===== src/ratc_pkg.sv =====
// Package of constants and types for the register access type cells
package ratc_pkg;

  // Field width defaults for each kind of cell
  localparam int RATC_RO_W   = 8;
  localparam int RATC_RC_W   = 8;
  localparam int RATC_WO_W   = 8;
  localparam int RATC_W1C_W  = 8;
  localparam int RATC_W0C_W  = 8;
  localparam int RATC_LL_W   = 4;
  localparam int RATC_LH_W   = 4;
  localparam int RATC_SC_W   = 4;
  localparam int RATC_RSV_W  = 8;

  // Reset values
  localparam logic RATC_RST_LOW  = 1'b0;
  localparam logic RATC_RST_HIGH = 1'b1;

  // Value shown on reads of write-only bits
  localparam logic RATC_WO_READ_VAL = 1'b0;

  // Value shown on reads of reserved bits
  localparam logic RATC_RSV_READ_VAL = 1'b0;

  // Cell kinds handled by the generic bit cell
  typedef enum logic [2:0] {
    RATC_KIND_RC,
    RATC_KIND_W1C,
    RATC_KIND_W0C,
    RATC_KIND_LL,
    RATC_KIND_LH,
    RATC_KIND_SC
  } ratc_kind_t;

endpackage


===== src/ratc_cell.sv =====
// One row of register bits of a single access kind that hardware and software both touch
`timescale 1ns/1ps
`default_nettype none
module ratc_cell #(
  parameter ratc_pkg::ratc_kind_t KIND = ratc_pkg::RATC_KIND_RC,
  parameter int                   W    = 8
) (
  input  wire logic         clk_sys,
  input  wire logic         rst,
  input  wire logic         rd_stb,
  input  wire logic         wr_stb,
  input  wire logic [W-1:0] wr_data,
  input  wire logic [W-1:0] hw_event,
  output logic      [W-1:0] value
);
  import ratc_pkg::*;

  logic [W-1:0] bits_reg;
  logic [W-1:0] bits_next;
  logic [W-1:0] clr_mask;
  logic [W-1:0] set_mask;

  // Clearing term for each kind; the bit that a set term asserts wins below
  assign clr_mask =
      (KIND == RATC_KIND_RC)  ? {W{rd_stb}} :
      (KIND == RATC_KIND_W1C) ? ({W{wr_stb}} & wr_data) :
      (KIND == RATC_KIND_W0C) ? ({W{wr_stb}} & ~wr_data) :
      (KIND == RATC_KIND_LH)  ? {W{rd_stb}} :
      (KIND == RATC_KIND_LL)  ? {W{rd_stb}} :
      {W{1'b1}};

  // Setting term: an event (inverted for latch-low), or for self-clearing bits a written one
  assign set_mask =
      (KIND == RATC_KIND_SC) ? ({W{wr_stb}} & wr_data) :
      (KIND == RATC_KIND_LL) ? ~hw_event :
      hw_event;

  // Set wins over clear so an event in the clearing cycle is kept
  // For latch-low the stored bits are kept inverted (one means latched low)
  assign bits_next = (bits_reg & ~clr_mask) | set_mask;

  always_ff @(posedge clk_sys or posedge rst) begin
    // Every kind resets cleared; latch-low is stored inverted, so cleared means released
    if (rst) begin
      bits_reg <= {W{RATC_RST_LOW}};
    end else begin
      bits_reg <= bits_next;
    end
  end

  // Latch-low reads low while latched, otherwise follows its condition
  assign value = (KIND == RATC_KIND_LL) ? ~bits_reg : bits_reg;

endmodule
`default_nettype wire


===== src/ratc_bank.sv =====
// Bank of register bits demonstrating each access kind behind its own read strobe, write strobe or both per field
//
// What this block does
// - Read-only bits show their source on reads and ignore all writes.
// - Read-to-clear bits show their value on a read, then clear, and ignore writes.
// - Write-only bits take writes, and their read value is meaningless.
// - Write-one-to-clear bits clear where a one is written and keep where a zero is.
// - Write-zero-to-clear bits clear where a zero is written and keep where a one is.
// - A latch-low status bit stays low after its condition drops until it is read.
// - A read releases a latch-low bit so it follows its condition again.
// - A latch-high status bit stays high after its condition rises until it is read.
// - A read releases a latch-high bit so it follows its condition again.
// - A self-clearing bit set by a write returns to zero by itself and stays readable.
// - Writing zero to a self-clearing bit does nothing and aborts nothing.
`timescale 1ns/1ps
`default_nettype none
module ratc_bank #(
  parameter int RO_W  = ratc_pkg::RATC_RO_W,
  parameter int RC_W  = ratc_pkg::RATC_RC_W,
  parameter int WO_W  = ratc_pkg::RATC_WO_W,
  parameter int W1C_W = ratc_pkg::RATC_W1C_W,
  parameter int W0C_W = ratc_pkg::RATC_W0C_W,
  parameter int LL_W  = ratc_pkg::RATC_LL_W,
  parameter int LH_W  = ratc_pkg::RATC_LH_W,
  parameter int SC_W  = ratc_pkg::RATC_SC_W,
  parameter int RSV_W = ratc_pkg::RATC_RSV_W
) (
  input  wire logic             clk_sys,
  input  wire logic             rst,
  // Software side: a read strobe, a write strobe or both per field, as its access kind needs
  input  wire logic             ro_rd,
  input  wire logic             ro_wr,
  input  wire logic [RO_W-1:0]  ro_wdata,
  input  wire logic             rc_rd,
  input  wire logic             rc_wr,
  input  wire logic [RC_W-1:0]  rc_wdata,
  input  wire logic             wo_wr,
  input  wire logic [WO_W-1:0]  wo_wdata,
  input  wire logic             w1c_wr,
  input  wire logic [W1C_W-1:0] w1c_wdata,
  input  wire logic             w0c_wr,
  input  wire logic [W0C_W-1:0] w0c_wdata,
  input  wire logic             ll_rd,
  input  wire logic             lh_rd,
  input  wire logic             sc_wr,
  input  wire logic [SC_W-1:0]  sc_wdata,
  input  wire logic             rsv_wr,
  input  wire logic [RSV_W-1:0] rsv_wdata,
  // Hardware side: status and events from the same clock domain
  input  wire logic [RO_W-1:0]  ro_status,
  input  wire logic [RC_W-1:0]  rc_event,
  input  wire logic [W1C_W-1:0] w1c_event,
  input  wire logic [W0C_W-1:0] w0c_event,
  input  wire logic [LL_W-1:0]  ll_status,
  input  wire logic [LH_W-1:0]  lh_status,
  // Read data, registered except the constant write-only and reserved fields
  output logic      [RO_W-1:0]  ro_rdata,
  output logic      [RC_W-1:0]  rc_rdata,
  output logic      [WO_W-1:0]  wo_rdata,
  output logic      [W1C_W-1:0] w1c_rdata,
  output logic      [W0C_W-1:0] w0c_rdata,
  output logic      [LL_W-1:0]  ll_rdata,
  output logic      [LH_W-1:0]  lh_rdata,
  output logic      [SC_W-1:0]  sc_rdata,
  output logic      [RSV_W-1:0] rsv_rdata,
  // Hardware side: control outputs
  output logic      [WO_W-1:0]  wo_ctrl,
  output logic      [SC_W-1:0]  sc_pulse
);
  import ratc_pkg::*;

  logic [RC_W-1:0]  rc_val;
  logic [W1C_W-1:0] w1c_val;
  logic [W0C_W-1:0] w0c_val;
  logic [LL_W-1:0]  ll_val;
  logic [LH_W-1:0]  lh_val;
  logic [SC_W-1:0]  sc_val;
  logic [RO_W-1:0]  ro_rdata_reg;
  logic [RC_W-1:0]  rc_rdata_reg;
  logic [W1C_W-1:0] w1c_rdata_reg;
  logic [W0C_W-1:0] w0c_rdata_reg;
  logic [LL_W-1:0]  ll_rdata_reg;
  logic [LH_W-1:0]  lh_rdata_reg;
  logic [SC_W-1:0]  sc_rdata_reg;
  logic [WO_W-1:0]  wo_ctrl_reg;
  logic [RO_W-1:0]  ro_rdata_next;
  logic [RC_W-1:0]  rc_rdata_next;
  logic [LL_W-1:0]  ll_rdata_next;
  logic [LH_W-1:0]  lh_rdata_next;
  logic [WO_W-1:0]  wo_ctrl_next;
  logic             unused_wr;

  // Writes to read-only, read-to-clear and reserved fields are dropped
  // Nothing stores them, so a stray write can never leak back on a read
  assign unused_wr = ro_wr ^ (^ro_wdata) ^ rc_wr ^ (^rc_wdata)
                   ^ rsv_wr ^ (^rsv_wdata);

  ratc_cell #(.KIND(RATC_KIND_RC), .W(RC_W)) u_rc (
    .clk_sys  (clk_sys),
    .rst      (rst),
    .rd_stb   (rc_rd),
    .wr_stb   (1'b0),
    .wr_data  ('0),
    .hw_event (rc_event),
    .value    (rc_val)
  );

  ratc_cell #(.KIND(RATC_KIND_W1C), .W(W1C_W)) u_w1c (
    .clk_sys  (clk_sys),
    .rst      (rst),
    .rd_stb   (1'b0),
    .wr_stb   (w1c_wr),
    .wr_data  (w1c_wdata),
    .hw_event (w1c_event),
    .value    (w1c_val)
  );

  ratc_cell #(.KIND(RATC_KIND_W0C), .W(W0C_W)) u_w0c (
    .clk_sys  (clk_sys),
    .rst      (rst),
    .rd_stb   (1'b0),
    .wr_stb   (w0c_wr),
    .wr_data  (w0c_wdata),
    .hw_event (w0c_event),
    .value    (w0c_val)
  );

  ratc_cell #(.KIND(RATC_KIND_LL), .W(LL_W)) u_ll (
    .clk_sys  (clk_sys),
    .rst      (rst),
    .rd_stb   (ll_rd),
    .wr_stb   (1'b0),
    .wr_data  ('0),
    .hw_event (ll_status),
    .value    (ll_val)
  );

  ratc_cell #(.KIND(RATC_KIND_LH), .W(LH_W)) u_lh (
    .clk_sys  (clk_sys),
    .rst      (rst),
    .rd_stb   (lh_rd),
    .wr_stb   (1'b0),
    .wr_data  ('0),
    .hw_event (lh_status),
    .value    (lh_val)
  );

  ratc_cell #(.KIND(RATC_KIND_SC), .W(SC_W)) u_sc (
    .clk_sys  (clk_sys),
    .rst      (rst),
    .rd_stb   (1'b0),
    .wr_stb   (sc_wr),
    .wr_data  (sc_wdata),
    .hw_event ('0),
    .value    (sc_val)
  );

  // Capture selection: a strobe loads the pre-clear value, otherwise hold
  // Taking the value before the edge means the clear cannot hide what was read
  assign ro_rdata_next = ro_rd ? ro_status : ro_rdata_reg;
  assign rc_rdata_next = rc_rd ? rc_val : rc_rdata_reg;
  assign ll_rdata_next = ll_rd ? ll_val : ll_rdata_reg;
  assign lh_rdata_next = lh_rd ? lh_val : lh_rdata_reg;
  assign wo_ctrl_next  = wo_wr ? wo_wdata : wo_ctrl_reg;

  // Read data is captured on the read strobe so the value returned is the
  // one before the clear; it then holds until the next read
  always_ff @(posedge clk_sys or posedge rst) begin
    if (rst) begin
      ro_rdata_reg  <= '0;
      rc_rdata_reg  <= '0;
      ll_rdata_reg  <= '0;
      lh_rdata_reg  <= '0;
    end else begin
      ro_rdata_reg  <= ro_rdata_next;
      rc_rdata_reg  <= rc_rdata_next;
      ll_rdata_reg  <= ll_rdata_next;
      lh_rdata_reg  <= lh_rdata_next;
    end
  end

  // Write-clear and self-clearing fields are sampled every cycle
  always_ff @(posedge clk_sys or posedge rst) begin
    if (rst) begin
      w1c_rdata_reg <= '0;
      w0c_rdata_reg <= '0;
      sc_rdata_reg  <= '0;
    end else begin
      w1c_rdata_reg <= w1c_val;
      w0c_rdata_reg <= w0c_val;
      sc_rdata_reg  <= sc_val;
    end
  end

  // Write-only control is stored but never returned
  always_ff @(posedge clk_sys or posedge rst) begin
    if (rst) begin
      wo_ctrl_reg <= '0;
    end else begin
      wo_ctrl_reg <= wo_ctrl_next;
    end
  end

  assign ro_rdata  = ro_rdata_reg;
  assign rc_rdata  = rc_rdata_reg;
  assign wo_rdata  = {WO_W{RATC_WO_READ_VAL}};
  assign w1c_rdata = w1c_rdata_reg;
  assign w0c_rdata = w0c_rdata_reg;
  assign ll_rdata  = ll_rdata_reg;
  assign lh_rdata  = lh_rdata_reg;
  assign sc_rdata  = sc_rdata_reg;
  assign rsv_rdata = {RSV_W{RATC_RSV_READ_VAL}};
  assign wo_ctrl   = wo_ctrl_reg;
  // Self-clearing bits act as a one-cycle start pulse
  // A zero written meanwhile cannot cut it short: writes only ever set the cell
  assign sc_pulse  = sc_val;

endmodule
`default_nettype wire


===== config.mk =====
export PLATFORM = sky130hd
export DESIGN_NAME = ratc_bank
export DESIGN_NICKNAME = d
export VERILOG_FILES = /design/src/ratc_pkg.sv /design/src/ratc_cell.sv /design/src/ratc_bank.sv
export SDC_FILE = /design/constraint.sdc
export NUM_CORES = 1
export LEC_CHECK = 0
export BUFFER_PORTS_ARGS = -buffer_cell sky130_fd_sc_hd__buf_2
export CAP_MARGIN = 20
export CORE_UTILIZATION = 25
export CTS_CLUSTER_DIAMETER = 30
export DETAILED_ROUTE_END_ITERATION = 16
export SLEW_MARGIN = 0
export SYNTH_ARGS = -nofsm -noshare
export SYNTH_HDL_FRONTEND = slang
export SYNTH_SLANG_ARGS = --single-unit

===== constraint.sdc =====
create_clock -name clk_sys -period 3.15 [get_ports clk_sys]
set_input_delay 0.4725 -clock clk_sys [delete_from_list [all_inputs] [get_ports clk_sys]]
set_output_delay 0.4725 -clock clk_sys [all_outputs]
set_load 0.005 [all_outputs]

# ---- Yosys cells after proc, flatten, opt, wreduce, memory -nomap -nowiden
# Cells that the tools add are included.
dict set report classes {
  n_bitwise 21
}
# operator count
set ops {}
lappend ops {{$and A8 B8 Y8} 5}
lappend ops {{$not A8 Y8} 4}
lappend ops {{$or A8 B8 Y8} 3}
lappend ops {{$not A4 Y4} 4}
lappend ops {{$and A4 B4 Y4} 3}
lappend ops {{$or A4 B4 Y4} 2}
dict set report totals {
  regBits 88
  word_cells 35
  in_bits 105
  out_inout_bits 72
}

# ---- Longest topological paths before layout
dict set report logic_depth {
  ltp_word 5
  mapped_depth 3
  mapped_depth_nobuf 2
}

# ---- Modules after synthesis
# A second synthesis with hierarchy kept.
dict set report unflattened {
  cells_unflattened 206
  area_unflattened_um2 3201.8
}
# mod area_each_um2 cells_per_inst seq_area_each_um2 instances
set modules_own_cells {}
lappend modules_own_cells {ratc_bank 1913.1 105 1301.2 1}
lappend modules_own_cells {{ratc_cell at u_w0c} 314.1 25 200.2 1}
lappend modules_own_cells {{ratc_cell at u_w1c} 301.5 26 200.2 1}
lappend modules_own_cells {{ratc_cell at u_rc} 267.8 18 200.2 1}
lappend modules_own_cells {{ratc_cell at u_ll} 138.9 13 100.1 1}
lappend modules_own_cells {{ratc_cell at u_lh} 137.6 10 100.1 1}
lappend modules_own_cells {{ratc_cell at u_sc} 128.9 9 100.1 1}

# ---- Worst setup path after synthesis
# OpenSTA, ideal clock, no wires.
dict set report synth_timing {
  kind {input port to flip-flop}
  from {in rc_rd}
  to {reg rc_rdata_reg[0] (netlist: rc_rdata[0])}
  n_path_buf 1
  setup_ns 0.125
  setup_slack_ns 2.118
  required_time_ns 3.025
  arrival_time_ns 0.907
  stages 2
  cell_sequence {buf_6 mux2_4}
}
# element line
set synth_rtl {}
lappend synth_rtl {{start: declaration} ratc_bank.sv:34} ;# input wire logic rc_rd,
lappend synth_rtl {{end signal: assignment} ratc_bank.sv:176} ;# rc_rdata_reg <= rc_rdata_next;
lappend synth_rtl {{end: declaration} ratc_bank.sv:79} ;# logic [RC_W-1:0] rc_rdata_reg;
# No word-level cell between the ends.

# ---- Final worst setup path
dict set report layout_timing {
  from {reg rc_rdata_reg[6] (netlist: rc_rdata[6])}
  to {out rc_rdata[6]}
}
# element line
set layout_rtl {}
lappend layout_rtl {{end: declaration} ratc_bank.sv:58} ;# output logic [RC_W-1:0] rc_rdata,
# No word-level cell between the ends.

==> summary.txt <==
Die ar.: 13300 um2
Mapped Area: 3210 um2
Layout cells sized above 1: 0.522
Vias in the first global route: 1966
Worst reg2reg setup slack: 2360 ps
Dpl hpwl: 4460 um
Site Rows: 40
Die H: 115 um
Antenna fix cells: 0
Total number of vias: 1965
DR WL/cell: 11.9 um
H-tree depth: 3
Worst setup path class: flop to output port
Hold Vio Cnt, Final: 0
CP endpoint kind: output port
FILL cells: 1227
Status: finished clean
Via density: 3.83
Die span in x: 115 um
Antenna violations before repair: 0
Worst min path class: input port to async pin
Clk slew on worst S/H paths: 60 ps
Hold_buf cts: 0
Post-CTS Resized: 0
Final setup viols: 0
TritonCTS clock tree: done
Number of DRC markers in iteration 0: 68
Buf/Inv on CP: 1
Slowest cell on the critical path: dfrtp_1
Sequential share of the synthesized area: 0.687
Routed Wire Length: 6090 um
P_int: 2070 uW
Nets: 445
Worst IR Drop VDD: 0.000243 V
Critical path arrival: 860 ps
Comb pwr share: 0.101
PwrDens: 613 nW/um2
Seq cells post-synth: 88
Core ar.: 12300 um2
CTS Root Buffer Type: clkbuf_16
Net Sw Power: 568 uW
Synth-to-layout area growth: 34.2%
TritonCTS Buffers: 9
Initial Utilization: 0.261
Setup TNS: 0 ps
Routed Antenna Nets: 0
Max-Cap Viols: 0
I/O pins: 177
Buffers on Ports: 133
Fmax: 0.749 GHz
Clk buf depth: 2
Remaining DRCs: 0
P_leak: 0.00215 uW
YS warnings: 0
Sw Share: 0.215
Register Area: 2200 um2
DRT Pass-1 Iters: 4
RSZ-0062 raised after global routing: false
Hold_ws: 229 ps
Clk network pwr share: 0.420
Startpoint types: flop
Worst-skew pair later-pin latency: 340 ps
First-pass GRT wire length: 9920 um
Sequential share of power: 0.479
Area of the multi-input gates: 861 um2
Largest net degree at the start of global routing: 89
Fin Clk Skew: 3.36 ps
Worst Path Required: 2680 ps
GPL Wtd Cong: 0.667
Syn avg cell area: 15.9 um2
Congestion Overflow GR: 0
Critical-path cell list: buf_2
Max FO, Critical Path: 2
Post-synthesis cell type count: 15
Min Tclk post-route: 1340 ps
CP delay by family, top: flip-flops
Setup Fix Bufs, Post-CTS: 0
# clock sinks: 88
Fin. max-slew vios: 0
Tcrit/Tclk final: 0.424
Critical path's largest stage delay: 390 ps
Gr usage total: 0.101
Synth Instances: 201
==> path summary, 6_finish.rpt <==
kind | startpoint | endpoint | cells after the start
worst max-delay path | rc_rdata[6] | rc_rdata[6] | 1
worst min-delay path | rst | ll_rdata[3] | 3
worst max register to register | u_lh.value[3] | lh_rdata[3] | 1
worst min register to register | u_w0c.value[3] | w0c_rdata[3] | 0
max in group asynchronous | rst | u_w1c.value[3] | 3
min in group clk_sys | w0c_event[0] | u_w0c.value[0] | 2
==> layout make-up <==
cell class | instances | area share
flip-flops and latches | 88 | 0.512
multi-input cells | 100 | 0.200
repair buffers | 134 | 0.159
clock buffers | 10 | 0.0532
well taps | 168 | 0.0489
clock inverters | 6 | 0.0195
inverters | 7 | 0.00698
==> cells by family after synthesis <==
family,synth area share
buffers and inverters,0.0621
flip-flops,0.687
AND/OR/NAND/NOR,0.0328
other,0.00117
multiplexers,0.145
AO/OA/AOI/OAI,0.0718
==> synth_stat cells <==
cell type | instances | area share
dfrtp_1 | 88 | 0.69
a21o_1 | 28 | 0.066
mux2_4 | 28 | 0.13
buf_4 | 16 | 0.037
nand2_1 | 8 | 0.0094
nand2b_1 | 8 | 0.016
inv_1 | 5 | 0.0059
and2_1 | 4 | 0.0078
buf_6 | 4 | 0.014
mux2_1 | 4 | 0.014
o21ai_0 | 4 | 0.0062
buf_2 | 1 | 0.0016
conb_1 | 1 | 0.0012
inv_2 | 1 | 0.0012
inv_4 | 1 | 0.0020
==> power groups by stage <==
stage | logic (uW) | registers (uW) | clock network (uW)
final | 266 | 1260 | 1110
after global routing | 299 | 1270 | 1210
after CTS | 274 | 1260 | 1150
after detailed placement | 272 | 1280 | 0
after global placement | 268 | 1280 | 0
after floorplan | 146 | 1280 | 0
==> through the flow <==
step	setup slack, ps	cell area [um2]	util	cells	total power, uW
2_1_floorplan	399	3260	-	216	1430
3_3_place_gp	1930	3990	0.325	497	1550
3_5_place_dp	1910	3990	0.325	497	1550
4_1_cts	1780	4300	0.351	513	2690
5_1_grt	1780	4300	0.351	513	2780
6_report	1810	4300	0.351	513	2640
==> cells in the final DEF, fill, tap and decap left out, drive strengths merged <==
cell type  instances
clkinv             5
bufinv             2
a21o              28
and2               4
clkbuf            10
nand2              8
conb              16
mux2              32
dfrtp             88
buf              134
o21ai              4
inv                6
nand2b             8
==> layer usage <==
layer  wire length [um]  up-vias  global-route usage  part of all wire
met5                  0        -                   0                 0
met4                141        0              0.0623             0.023
met3                423       10              0.0353             0.069
met2               2870       87               0.152              0.47
met1               2660      954               0.123              0.44
li1                   -      914                   -                 -
(Power assumes the default switching activity.)
